--- config.mk ---
export PLATFORM = sky130hd
export DESIGN_NAME = par_readout
export DESIGN_NICKNAME = d
export VERILOG_FILES = /design/src/par_pkg.sv /design/src/par_readout.sv
export SDC_FILE = /design/constraint.sdc
export NUM_CORES = 1
export LEC_CHECK = 0
export ABC_CLOCK_PERIOD_IN_PS = 2060
export BUFFER_PORTS_ARGS = -buffer_cell sky130_fd_sc_hd__buf_2
export CAP_MARGIN = 10
export CORE_ASPECT_RATIO = 0.9
export CORE_UTILIZATION = 57
export DETAILED_ROUTE_END_ITERATION = 16
export PLACE_DENSITY = 0.8
export SYNTH_ARGS = -nofsm -noshare
export SYNTH_HDL_FRONTEND = slang
export SYNTH_SLANG_ARGS = --single-unit
--- constraint.sdc ---
create_clock -name pclk -period 2.06 [get_ports pclk]
set_input_delay 0.309 -clock pclk [delete_from_list [all_inputs] [get_ports pclk]]
set_output_delay 0.309 -clock pclk [all_outputs]
set_load 0.1 [all_outputs]
--- src/par_pkg.sv ---
// Constants for the per-port converter result readout block
package par_pkg;
  // ****************************************************************
  // Register selects (indices, byte address is four times the index)
  // ****************************************************************
  localparam logic [3:0] SEL_CURRENT_LOW  = 4'ha;
  localparam logic [3:0] SEL_CURRENT_HIGH = 4'hb;
  localparam logic [3:0] SEL_TEMP_LOW     = 4'hc;
  localparam logic [3:0] SEL_TEMP_HIGH    = 4'hd;
  localparam logic [3:0] SEL_IRQ_STATUS   = 4'he;
  localparam logic [3:0] SEL_IRQ_MASK     = 4'hf;
  // ****************************************************************
  // Address layout
  // ****************************************************************
  localparam int         SEL_LSB          = 2;
  localparam int         PORT_LSB         = 6;
  localparam int         PORT_BITS        = 2;
  localparam int         NUM_PORTS        = 4;
  // ****************************************************************
  // Fields and reset values
  // ****************************************************************
  localparam int         DONE_BIT         = 7;
  localparam int         RESULT_BITS      = 15;
  localparam logic [7:0] RESULT_RESET     = 8'h00;
  localparam logic [7:0] IRQ_MASK_RESET   = 8'h00;
endpackage : par_pkg

--- src/par_readout.sv ---
// Per-port converter result registers with APB access and completion interrupt
`timescale 1ns/10ps

module par_readout #(
  parameter int NPORT = par_pkg::NUM_PORTS
) (
  // Clock and reset
  input  wire logic                                   pclk,
  input  wire logic                                   presetn,
  // APB slave
  input  wire logic                                   psel,
  input  wire logic                                   penable,
  input  wire logic                                   pwrite,
  input  wire logic [7:0]                             paddr,
  input  wire logic [31:0]                            pwdata,
  output logic      [31:0]                            prdata,
  output logic                                        pready,
  output logic                                        pslverr,
  // Converter side, same clock
  input  wire logic [NPORT-1:0]                       cur_start,
  input  wire logic [NPORT-1:0]                       cur_done,
  input  wire logic [NPORT-1:0]                       temp_start,
  input  wire logic [NPORT-1:0]                       temp_done,
  input  wire logic [par_pkg::RESULT_BITS-1:0]        conv_result,
  // Interrupt
  output logic                                        irq
);
  import par_pkg::*;

  // ****************************************************************
  // Result storage
  // ****************************************************************
  logic [RESULT_BITS-1:0] cur_val  [NPORT];
  logic [RESULT_BITS-1:0] temp_val [NPORT];
  logic [NPORT-1:0]       cur_flag;
  logic [NPORT-1:0]       temp_flag;
  logic [7:0]             irq_status;
  logic [7:0]             irq_mask;

  genvar g;
  generate
    for (g = 0; g < NPORT; g++) begin : g_port
      always_ff @(posedge pclk or negedge presetn) begin
        if (!presetn) begin
          cur_val[g]   <= '0;
          temp_val[g]  <= '0;
          cur_flag[g]  <= 1'b0;
          temp_flag[g] <= 1'b0;
        end else begin
          if (cur_start[g]) begin
            cur_flag[g] <= 1'b0;
          end else if (cur_done[g]) begin
            cur_flag[g] <= 1'b1;
            cur_val[g]  <= conv_result;
          end
          if (temp_start[g]) begin
            temp_flag[g] <= 1'b0;
          end else if (temp_done[g]) begin
            temp_flag[g] <= 1'b1;
            temp_val[g]  <= conv_result;
          end
        end
      end
    end
  endgenerate

  // ****************************************************************
  // Address decode
  // ****************************************************************
  wire logic [3:0]            sel_code  = paddr[SEL_LSB +: 4];
  wire logic [PORT_BITS-1:0]  port_code = paddr[PORT_LSB +: PORT_BITS];
  wire logic                  port_ok   = 32'(port_code) < NPORT;
  wire logic                  is_result = sel_code >= SEL_CURRENT_LOW && sel_code <= SEL_TEMP_HIGH;
  wire logic                  is_irq    = sel_code == SEL_IRQ_STATUS || sel_code == SEL_IRQ_MASK;
  wire logic                  hit       = (is_result && port_ok) || (is_irq && port_code == '0);
  wire logic                  addr_ok   = hit && paddr[1:0] == 2'h0;
  wire logic                  access    = psel && penable && pready;
  wire logic                  wr_irq    = access && pwrite && addr_ok && port_code == '0;

  wire logic [RESULT_BITS-1:0] cv = cur_val[port_code];
  wire logic [RESULT_BITS-1:0] tv = temp_val[port_code];
  logic [7:0] rd_byte;
  always_comb begin
    case (sel_code)
      SEL_CURRENT_LOW:  rd_byte = cv[7:0];
      SEL_CURRENT_HIGH: rd_byte = {cur_flag[port_code], cv[14:8]};
      SEL_TEMP_LOW:     rd_byte = tv[7:0];
      SEL_TEMP_HIGH:    rd_byte = {temp_flag[port_code], tv[14:8]};
      SEL_IRQ_STATUS:   rd_byte = irq_status;
      SEL_IRQ_MASK:     rd_byte = irq_mask;
      default:          rd_byte = 8'h00;
    endcase
  end

  // ****************************************************************
  // Interrupt: low nibble current done, high nibble temperature done
  // ****************************************************************
  logic [7:0] ev;
  always_comb begin
    ev = 8'h00;
    ev[NPORT-1:0] = cur_done & ~cur_start;
    ev[4 +: NPORT] = temp_done & ~temp_start;
  end
  wire logic write_status = wr_irq && sel_code == SEL_IRQ_STATUS;
  wire logic write_mask   = wr_irq && sel_code == SEL_IRQ_MASK;
  wire logic [7:0] next_status = ev | (irq_status & ~(write_status ? pwdata[7:0] : 8'h00));

  always_ff @(posedge pclk or negedge presetn) begin
    if (!presetn) begin
      irq_status <= 8'h00;
      irq_mask   <= IRQ_MASK_RESET;
      irq        <= 1'b0;
    end else begin
      irq_status <= next_status;
      if (write_mask) irq_mask <= pwdata[7:0];
      irq        <= |(next_status & irq_mask);
    end
  end

  // ****************************************************************
  // APB response: no wait states, ready in the first access cycle, read data registered
  // ****************************************************************
  always_ff @(posedge pclk or negedge presetn) begin
    if (!presetn) begin
      pready  <= 1'b0;
      prdata  <= 32'h0000_0000;
      pslverr <= 1'b0;
    end else begin
      pready  <= psel && !penable;
      prdata  <= (psel && !penable && !pwrite && addr_ok) ? {24'h000000, rd_byte} : 32'h0000_0000;
      pslverr <= psel && !penable && (!addr_ok || (pwrite && !is_irq));
    end
  end
endmodule : par_readout

# == Word level (Yosys, flattened, before mapping) ==
# Index checks and enable logic that the tools add are counted.
# word_totals
output_inout_bits,35
elab_cells,119
register_bits,155
inputBits,76
# op_classes
n_lt_le_gt_ge,4
bitwise_logic,17
reduce_logical,41
muxes,29
eq_ne,6
# op_table
operator,count
15-bit binary-select mux with 2-bit select,2
15-bit 2-to-1 mux,4
8-bit case mux with 6 select lines,1
4-bit == test (second input constant),6
1-bit 2-to-1 mux,18
8-bit AND,2
8-bit 2-to-1 mux,2
2-bit AND reduction,8
2-bit nonzero test,8
1-bit logical AND,15
4-bit AND,2
1-bit NOT,8
4-bit NOT,2
8-bit NOT,1
8-bit OR,1
8-bit OR reduction,1
1-bit binary-select mux with 2-bit select,2
4-bit greater-or-equal comparator (second input constant),1
4-bit <= comparator (second input constant),1
1-bit zero test,4
2-bit zero test,2
3-bit greater-or-equal comparator (second input constant),1
1-bit logical OR,3
2-bit by 3-bit less-than comparator with 1-bit output (second input constant),1
2-bit NOT with 3-bit output,1

# == Logic depth before layout (Yosys ltp) ==
# Gate-level depths: netlist of run 1.
# depth
word_depth,14
depth_mapped,7
mapped_depth_nobuf,5

# == Worst setup path before layout of run 1 ==
# OpenSTA, ideal clock, no wires.
# synth_path
path_kind,register to register
from,reg pready
to,reg irq
path_buffers,0
slack_ns,-0.128
t_required_ns,1.920
path_stages_with_launch,6
t_arrival_ns,2.047
setup_time_ns,0.140
period_less_slack_ns,2.188
cell_sequence,dfrtp_1 -> nand4_1 -> nor4_4 -> a31oi_1 -> nor4_2 -> o2111ai_1
# synth_between
elab_chain_len,11
# synth_rtl
item,line,source
"start, declared",par_readout.sv:17,"output logic pready,"
"start signal, assigned",par_readout.sv:129,pready <= psel && !penable;
1-bit logical AND,par_readout.sv:77,wire logic access = psel && penable && pready;
1-bit logical AND (3 in a row),par_readout.sv:78,wire logic wr_irq = access && pwrite && addr_ok && port_code == '0;
1-bit logical AND,par_readout.sv:104,wire logic write_status = wr_irq && sel_code == SEL_IRQ_STATUS;
8-bit 2-to-1 mux,par_readout.sv:106,wire logic [7:0] next_status = ev | (irq_status & ~(write_status ? pwdata[7:0] : 8'h00));
8-bit NOT,par_readout.sv:106,
8-bit AND,par_readout.sv:106,
8-bit OR,par_readout.sv:106,
8-bit AND,par_readout.sv:116,irq <= |(next_status & irq_mask);
8-bit OR reduction,par_readout.sv:116,
"end signal, assigned",par_readout.sv:116,
"end, declared",par_readout.sv:26,output logic irq
# No other way between the ends.
# A chain may end at the register's enable or synchronous reset.

# == Worst setup path after layout of run 1 ==
# Same ends and word-level chain as after synthesis.

==> impl_metrics.csv, run 1 <==
group,metric,value,unit
outcome,status,"finished, final reports clean",
detailed_routing,topRoutingLayerUsed,"met4",
timing,slew_violations,0,
placed_design,port-buffer-count,62,
power_and_ir_drop,ir_drop,659,µV
floorplanning,die_area,13000,µm²
finish,n_antenna_cell,0,
detailed_routing,wirelength,15.8,mm
detailed_routing,met3_length,989,µm
critical_path,reg2reg_to,"irq$_DFF_PN0_",
finish,fillers,824,
worst_hold_path,hold_class,"in -> reg",
grt,grt_max_degree,52,
detailed_routing,wl_per_cell,20.6,µm
finish,final_common_cell,"dfrtp_1",
timing,tns,0,ns
logic_synthesis,async_flop_share,100,%
timing,fmax,610,MHz
clock_network,clock_latency,0.43,ns
logic_synthesis,avgSynthCellArea,13.9,µm²
logic_synthesis,ys.flop_type,"dfrtp_1",
timing,setup_ws,0.422,ns
finish,finalCoreUtilization,69.3,%
finish,fin_cells,764,
detailed_routing,routed-wl-met2,7.72,mm
critical_path,cp_max_fo,11,
finish,layout.cells.most_common_list,"dfrtp_1 (154), mux2_2 (131), buf_2 (61), mux4_2 (32), nand2_1 (30)",
detailed_routing,ant_nets,0,
grt,grt_pass1_vias,4712,
grt,grt_usage,27.0,%
logic_synthesis,ys_seq_area_share,54.2,%
clock_network,root_buffer,"clkbuf_16",
worst_hold_path,hold_path_depth,2,
clock_network,clock_path_buffers,2,
timing,grt_setup_unrepaired,"false",
clock_network,cts_inserted_buffers,17,
detailed_routing,via_count,4448,
finish,fin_nets,667,
detailed_routing,drt-initial-drc-count,300,
timing,hold_violations,0,
finish,areaGrowthSynthToFinish,17.4,%
floorplanning,start_util,59.0,%
timing,whs,0.0392,ns
detailed_routing,vias_per_cell,5.82,
floorplanning,die_h,108,µm
timing,finalWorstPathRequiredPeriod,1.64,ns
logic_synthesis,synthCells,515,
logic_synthesis,synth_cell_types,32,
placed_design,dp_slack,0.0854,ns
timing,worst_slew_pin_slew,0.597,ns
clock_network,path_clk_slew,0.06,ns
placed_design,dp_cells,731,
critical_path,path_class,"reg -> reg",
critical_path,r2r_setup_slack,0.42,ns
critical_path,start_kind,"register",
clock_network,post_cts_resized,0,
floorplanning,core,12100,µm²
timing,maxSlewHeadroom,60.1,%
placed_design,finalWeightedCongestion,0.827,
timing,finalCritPeriodShare,79.5,%
logic_synthesis,ys.warnings.count,0,
floorplanning,fp.dieW,120,µm
detailed_routing,drcViolationCount,0,
clock_network,clock_sinks,155,
logic_synthesis,netlist_area,7160,µm²
critical_path,critPathRequiredTime,2.35,ns
timing,setup_viol,0,
critical_path,reg2reg_depth,7,
critical_path,endpoint_kind,"register",
clock_network,htreeDepth,4,
clock_network,cts_hold_buf,1,
floorplanning,num_io_pins,111,
grt,overflow,0,
job,cap_violations,0,
grt,antenna_found_initial,0,
critical_path,r2r_start,"pready$_DFF_PN0_",
detailed_routing,met1_length,6.78,mm
finish,drive_gt1_share,48.2,%
clock_network,cts_tree,"built",
detailed_routing,drt_pre_antenna_iters,5,
power_and_ir_drop,power.density,992,nW/µm²
power_and_ir_drop,cellLeakagePower,0.00365,µW
timing,fin_skew,0.0169,ns
critical_path,worstPathArrival,1.93,ns
logic_synthesis,synth_edf_count,0,
grt,grt_pass1_wl,25.5,mm
worst_hold_path,worstHoldEndpoint,"cur_flag[3]$_DFFE_PN0P_",
clock_network,cts_setup_buffers,0,
placed_design,dp_hpwl,10.4,mm
logic_synthesis,ys_ff_latch,155,
worst_hold_path,holdCritStartpoint,"cur_start[3]",
floorplanning,row_count,38,
logic make-up after synthesis:
| family | Yosys count | share of synthesized area, % |
|---|---|---|
| buf+inv | 62 | 4.69 |
| other cells | 1 | 0.0524 |
| simple gates | 88 | 6.36 |
| mux | 168 | 31.4 |
| flops | 155 | 54.2 |
| compound gates | 41 | 3.32 |
state kept, by name, summed over array words and instances, names as in the netlist:
name / flops
temp_val: 60
cur_val: 60
prdata: 8
irq_status: 8
cur_flag: 4
pready: 1
irq_mask: 8
pslverr: 1
irq: 1
temp_flag: 4
stage by stage:
| step | instance area (µm²) | total power, µW |
|---|---|---|
| 2_1_floorplan | 7240 | 4490 |
| 3_3_place_gp | 7720 | 4760 |
| 3_5_place_dp | 7720 | 4840 |
| 4_1_cts | 8400 | 8400 |
| 5_1_grt | 8400 | 8630 |
| 6_report | 8400 | 8340 |
cells in the mapped netlist (all sizes together) (2+ instances only):
library cell | count | share of area (%)
nand3 | 2 | 0.14
nor2 | 25 | 1.3
dfrtp | 155 | 54
a21oi | 14 | 0.98
or2 | 2 | 0.17
a22oi | 3 | 0.31
buf | 34 | 3.2
nor2b | 17 | 1.5
mux2i | 5 | 0.70
nor4 | 2 | 0.47
clkbuf | 19 | 1.0
nand2 | 30 | 1.6
nand4 | 2 | 0.17
a31oi | 15 | 1.3
and3 | 2 | 0.21
o21ai | 7 | 0.49
mux2 | 131 | 21
inv | 9 | 0.47
mux4 | 32 | 10
where the power goes:
part	internal [µW]	switching, µW	total [µW]	leakage (µW)
combinational	584	621	1200	0.00149
clock	2280	1260	3530	0.000317
sequential	3410	188	3600	0.00184
area by class of cell:
cell class	instances	area (µm²)	share of cell area, %
clock buffers	18	429	5.11
clock inverters	14	243	2.89
inverters	9	33.8	0.402
multi-input cells	321	3030	36.1
flip-flops and latches	155	3880	46.2
well taps	160	200	2.38
repair buffers	87	582	6.93
worst max-delay path, stage by stage, from the launching register on:
cell and delay (ns):
dfrtp_2 0.35, nand4_1 0.18, nor4_4 0.24, buf_4 0.21, buf_4 0.14, a31oi_1 0.10, nor4_2 0.13, o2111ai_1 0.15
per-layer routing:
layer | vias up | global-route usage (%)
li1 | 1963 | -
met1 | 2305 | 36.9
met2 | 162 | 42.5
met3 | 18 | 6.70
met4 | 0 | 9.73
met5 | - | 0
how the worst max path moves through the flow:
stage / start / endpoint / cells past startpoint
final: pready$_DFF_PN0_ / irq$_DFF_PN0_ / 7
after global routing: pready$_DFF_PN0_ / irq$_DFF_PN0_ / 7
after CTS: pready$_DFF_PN0_ / irq$_DFF_PN0_ / 7
after detailed placement: paddr[2] / irq$_DFF_PN0_ / 8
after global placement: paddr[2] / irq$_DFF_PN0_ / 7
after floorplan: pready$_DFF_PN0_ / irq$_DFF_PN0_ / 5
Note: power is estimated with default switching activity, not from simulation.
==> run 2: changes to the inputs <==
- ABC_CLOCK_PERIOD_IN_PS: 2060 -> 1500
- CORE_UTILIZATION: 57 -> 51
- PLACE_DENSITY: 0.8 -> 0.76
- clock period: 2.06 -> 1.5 ns (I/O delays scaled with it)
==> run 2 against run 1 <==
Against the previous run:
- clock power is 24% higher
- sequential share of layout area fell by 1.4 points
- global-route usage is 2.0 points lower
- worst setup slack lost 0.50 ns
- non-clock buffer count increased by 31
- the run now ends with setup timing left
- flip-flop and latch count did not move
- sequential power rose by 37%
- cell area increased by 3.2%
- via count increased by 4.5%
==> impl_metrics.csv, run 2 (same netlist as run 1, synthesis figures left out) <==
group,metric,value,unit
outcome,status,"finished, violations left",
outcome,violations,"setup timing",
timing,grt_setup_unrepaired,"true",
timing,finalWorstPathRequiredPeriod,1.57,ns
power_and_ir_drop,cellLeakagePower,0.00379,µW
placed_design,dp_hpwl,11.0,mm
detailed_routing,wirelength,16.5,mm
finish,fin_cells,802,
placed_design,dp_cells,761,
finish,fin_nets,698,
critical_path,r2r_start,"pready$_DFF_PN0_",
grt,grt_usage,25.1,%
clock_network,clock_path_buffers,2,
worst_hold_path,holdCritStartpoint,"temp_done[0]",
floorplanning,start_util,53.0,%
power_and_ir_drop,ir_drop,835,µV
clock_network,path_clk_slew,0.06,ns
timing,fmax,635,MHz
floorplanning,fp.dieW,127,µm
power_and_ir_drop,p_comb_share,15.7,%
detailed_routing,wl_per_cell,20.6,µm
detailed_routing,vias_per_cell,5.79,
power_and_ir_drop,clock_power_share,39.6,%
finish,layout.cells.most_common_list,"dfrtp_1 (154), mux2_2 (130), buf_2 (60), buf_4 (36), mux4_2 (32)",
grt,grt_max_degree,51,
power_and_ir_drop,intPower,8210,µW
detailed_routing,drt_pre_antenna_iters,4,
critical_path,start_kind,"register",
critical_path,worstPathArrival,1.86,ns
finish,final_common_cell,"dfrtp_1",
finish,areaGrowthSynthToFinish,21.2,%
clock_network,clock_latency,0.42,ns
timing,hold_violations,0,
power_and_ir_drop,power.density,1270,nW/µm²
critical_path,critPathRequiredTime,1.79,ns
critical_path,reg2reg_depth,6,
critical_path,r2r_setup_slack,-0.07,ns
grt,grt_pass1_vias,4937,
floorplanning,num_io_pins,111,
timing,slew_violations,0,
floorplanning,die_h,114,µm
grt,grt_pass1_wl,26.6,mm
grt,antenna_found_initial,0,
worst_hold_path,hold_class,"in -> reg",
detailed_routing,drt-initial-drc-count,277,
critical_path,reg2reg_to,"irq$_DFF_PN0_",
timing,setup_viol,4,
job,cap_violations,0,
power_and_ir_drop,p_seq_share,44.7,%
finish,drive_gt1_share,50.5,%
floorplanning,row_count,40,
timing,tns,-0.0848,ns
critical_path,cp_max_fo,7,
placed_design,finalWeightedCongestion,0.853,
worst_hold_path,worstHoldEndpoint,"temp_flag[0]$_DFFE_PN0P_",
worst_hold_path,hold_path_depth,3,
detailed_routing,ant_nets,0,
critical_path,path_class,"reg -> reg",
clock_network,clock_sinks,155,
floorplanning,die_area,14500,µm²
detailed_routing,via_count,4646,
clock_network,cts_tree,"built",
power_and_ir_drop,p_sw,2840,µW
clock_network,htreeDepth,4,
finish,largest_registers,"cur_val (60), temp_val (60)",
timing,fin_skew,0.00651,ns
detailed_routing,drcViolationCount,0,
placed_design,port-buffer-count,62,
floorplanning,core,13500,µm²
power_and_ir_drop,switching_share,25.7,%
critical_path,endpoint_kind,"register",
clock_network,root_buffer,"clkbuf_16",
clock_network,cts_inserted_buffers,17,
grt,overflow,0,
finish,n_antenna_cell,0,
timing,finalCritPeriodShare,105,%
timing,setup_ws,-0.0746,ns
run 2: changes by cell type in the layout (fill, tap and decap cells not counted), sizes merged:
cell | previous run | this run
clkbuf | 18 | 19
buf | 86 | 108
bufinv | 6 | 3
clkinvlp | 3 | 4
inv | 11 | 12
dlygate4sd3 | 1 | 9
run 2: worst max-delay path, stage by stage (launching register included):
cell,delay (ns)
dfrtp_4,0.40
nand4_1,0.16
nor4_4,0.17
buf_4,0.19
a31oi_1,0.09
nor4_2,0.30
o2111ai_1,0.15
run 2: layout make-up:
class	count	area [µm²]
Fill cell	982	4840
Clock buffer	18	439
Clock inverter	13	165
Tap cell	168	210
Inverter	9	33.8
Multi-Input combinational cell	321	3060
Sequential cell	155	3880
Timing Repair Buffer	118	882
run 2: stage by stage:
| stage | util [%] | power (µW) | hold WS (ns) | setup slack, ns | area (µm²) |
|---|---|---|---|---|---|
| floorplan | - | 6180 | -0.0706 | -0.228 | 7270 |
| global placement | 58.8 | 6600 | 0.106 | -0.407 | 7940 |
| detailed placement | 58.8 | 6710 | 0.112 | -0.427 | 7940 |
| CTS | 63.9 | 11100 | 0.0242 | -0.0935 | 8640 |
| global route | 64.2 | 11400 | 0.0364 | -0.188 | 8670 |
| finish | 64.2 | 11000 | 0.0290 | -0.0746 | 8670 |
run 2: power groups by stage:
stage                     sequential [µW]  clock (µW)  combinational [µW]
after floorplan                      4930           0                1240
after global placement               4960           0                1640
after detailed placement             5000           0                1700
after CTS                            4930        4430                1740
after global routing                 5000        4600                1850
final                                4940        4380                1740
run 2: metal layers:
layer / track usage, % / up-vias / part of all wire [%]
met5: 0 / - / 0
met4: 7.70 / 0 / 1.4
met3: 6.59 / 21 / 5.9
met2: 41.4 / 165 / 50
met1: 32.8 / 2434 / 43
li1: - / 2026 / -
run 2: how the worst max path moves through the flow:
stage	startpoint	endpoint	slack [ns]	cells after the start
after floorplan	paddr[2]	irq$_DFF_PN0_	-0.23	5
after global placement	paddr[2]	irq$_DFF_PN0_	-0.41	7
after detailed placement	paddr[2]	irq$_DFF_PN0_	-0.43	7
after CTS	pready$_DFF_PN0_	irq$_DFF_PN0_	-0.09	6
after global routing	pready$_DFF_PN0_	irq$_DFF_PN0_	-0.19	6
final	pready$_DFF_PN0_	irq$_DFF_PN0_	-0.07	6
run 2: repair_timing:
action | 4_1_cts | 5_1_grt
setup endpoints to repair | 10 | 24
resized for setup | 2 | 7
hold endpoints to repair | 96 | 0
setup buffers | 0 | 1
pin swaps | 1 | 1
hold buffers | 9 | 0
==> run 3: changes to the inputs <==
- CORE_MARGIN: not set -> 5
- PLACE_DENSITY: 0.76 -> 0.73
==> run 3 against run 2 <==
Against the previous run:
- the run still ends with setup timing left
- hold slack gained 0.0053 ns
- critical path depth is the same
- global-route usage shrank 3.6 points
- highest routed layer unchanged
- via count shrank 1.7%
- clock power grew 5.9%
==> impl_metrics.csv, run 3 (same netlist as run 1, synthesis figures left out) <==
group,metric,value,unit
critical_path,slowest_stage,"dfrtp_4",
timing,slew_violations,0,
timing,setup_viol,8,
outcome,status,"finished, violations left",
critical_path,r2r_start,"pready$_DFF_PN0_",
timing,fmax,653,MHz
clock_network,clock_sinks,155,
floorplanning,die_area,16500,µm²
critical_path,worstPathArrival,1.82,ns
critical_path,critPathRequiredTime,1.79,ns
detailed_routing,via_count,4565,
clock_network,cts_tree,"built",
timing,finalCritPeriodShare,102,%
outcome,violations,"setup timing",
floorplanning,die_h,122,µm
timing,fin_skew,0.00910,ns
timing,hold_violations,0,
clock_network,htreeDepth,4,
placed_design,dp_slack,-0.414,ns
grt,antenna_found_initial,2,
detailed_routing,met1_length,7.17,mm
finish,final_common_cell,"dfrtp_1",
finish,fin_cells,831,
finish,fillers,1004,
detailed_routing,ant_nets,0,
detailed_routing,met3_length,1.03,mm
critical_path,critPathMaxStageDelay,0.40,ns
detailed_routing,vias_per_cell,5.49,
floorplanning,fp.dieW,135,µm
finish,layout.cells.most_common_list,"dfrtp_1 (154), mux2_2 (131), buf_2 (61), buf_4 (37), mux4_2 (32)",
critical_path,path_class,"reg -> reg",
critical_path,crit_buf_inv,1,
finish,areaGrowthSynthToFinish,22.5,%
power_and_ir_drop,ir_drop,888,µV
finish,drive_gt1_share,51.3,%
grt,grt_usage,21.5,%
detailed_routing,drt-initial-drc-count,239,
floorplanning,start_util,51.5,%
finish,fin_area,8770,µm²
finish,fin_nets,699,
grt,grt_pass1_wl,26.7,mm
job,cap_violations,0,
placed_design,dp_hpwl,11.2,mm
placed_design,finalWeightedCongestion,0.772,
clock_network,clock_path_buffers,2,
clock_network,cts_setup_buffers,0,
detailed_routing,wl_per_cell,20.2,µm
power_and_ir_drop,power.density,1290,nW/µm²
critical_path,path_delay_family,"simple AND/OR/NAND/NOR gates",
worst_hold_path,hold_class,"in -> reg",
placed_design,place_area,7990,µm²
worst_hold_path,holdCritStartpoint,"temp_done[2]",
clock_network,root_buffer,"clkbuf_16",
critical_path,crit_path_cell_trace,"nand4_1 > nor4_4 > buf_6 > a31oi_1 > nor4_2 > o2111ai_1",
placed_design,port-buffer-count,62,
timing,setup_ws,-0.0305,ns
timing,finalWorstPathRequiredPeriod,1.53,ns
grt,overflow,0,
power_and_ir_drop,cellLeakagePower,0.00381,µW
detailed_routing,wirelength,16.8,mm
finish,largest_registers,"cur_val (60), temp_val (60)",
grt,grt_max_degree,49,
clock_network,clock_latency,0.42,ns
detailed_routing,routed-wl-met2,8.23,mm
critical_path,cp_max_fo,9,
critical_path,start_kind,"register",
detailed_routing,topRoutingLayerUsed,"met4",
detailed_routing,drt_pre_antenna_iters,5,
power_and_ir_drop,finalPower,11300,µW
critical_path,startpoint,"pready$_DFF_PN0_",
floorplanning,row_count,41,
floorplanning,core,13900,µm²
clock_network,cts_inserted_buffers,17,
grt,grt_pass1_vias,4918,
placed_design,dp_cells,788,
clock_network,path_clk_slew,0.06,ns
floorplanning,num_io_pins,111,
timing,grt_setup_unrepaired,"true",
detailed_routing,drcViolationCount,0,
critical_path,endpoint_kind,"register",
-- run 3: cell count changes in the layout (fill, tap and decap cells not counted), moves of 2 or more --
cell / previous run / this run
diode_2: 0 / 2
clkinv_4: 1 / 3
nor2b_1: 15 / 9
a21oi_1: 11 / 13
a21oi_2: 3 / 1
clkinv_2: 2 / 0
nor2b_2: 1 / 6
-- run 3: path summary, 6_finish.rpt --
check	to	slack [ns]	depth (start not counted)
max in group asynchronous	temp_val[22]$_DFFE_PN0P_	0.57	3
hold reg to reg	cur_flag[3]$_DFFE_PN0P_	0.50	2
setup / recovery	irq$_DFF_PN0_	-0.03	6
hold / removal	temp_flag[2]$_DFFE_PN0P_	0.03	3
min in group asynchronous	cur_val[20]$_DFFE_PN0P_	0.29	2
setup reg to reg	irq$_DFF_PN0_	-0.03	6
-- run 3: cell type report --
cell class,count,area [µm²],share of cell area [%]
sequential,155,3880,44.3
antenna,2,5.00,0.0571
clock inverter,12,186,2.13
tap,193,241,2.75
timing repair buffer,119,878,10.0
clock buffer,20,457,5.21
multi-input combinational,321,3080,35.2
inverter,9,33.8,0.385
-- run 3: per-layer routing --
layer  track usage, %  vias up
li1                 -     2037
met1             29.1     2353
met2             34.4      147
met3             5.70       28
met4             6.62        0
met5                0        -
-- run 3: worst min-delay path: stages --
cell and delay, ns:
buf_2 0.08, nor2_1 0.04, nor2_1 0.07
-- run 3: power breakdown --
group          internal (µW)  leakage (µW)  total [µW]  switching, µW
Clock                   2890      0.000303        4640           1750
Combinational            862       0.00167        1730            871
Sequential              4680       0.00184        4940            259
-- run 3: metrics by stage --
step                      setup TNS (ns)  util [%]  hold slack [ns]
final                            -0.0736      63.1           0.0343
after global routing               -1.01      63.1           0.0399
after CTS                        -0.0724      62.8           0.0219
after detailed placement           -3.79      57.5            0.159
after global placement             -3.32      57.5            0.154
after floorplan                    -1.92         -          -0.0706
-- run 3: what timing repair did --
item	CTS	global route
hold buffers	9	0
pin swaps	2	0
resized for setup	1	7
hold endpoints to repair	44	0
endpoints found under the setup margin	9	36
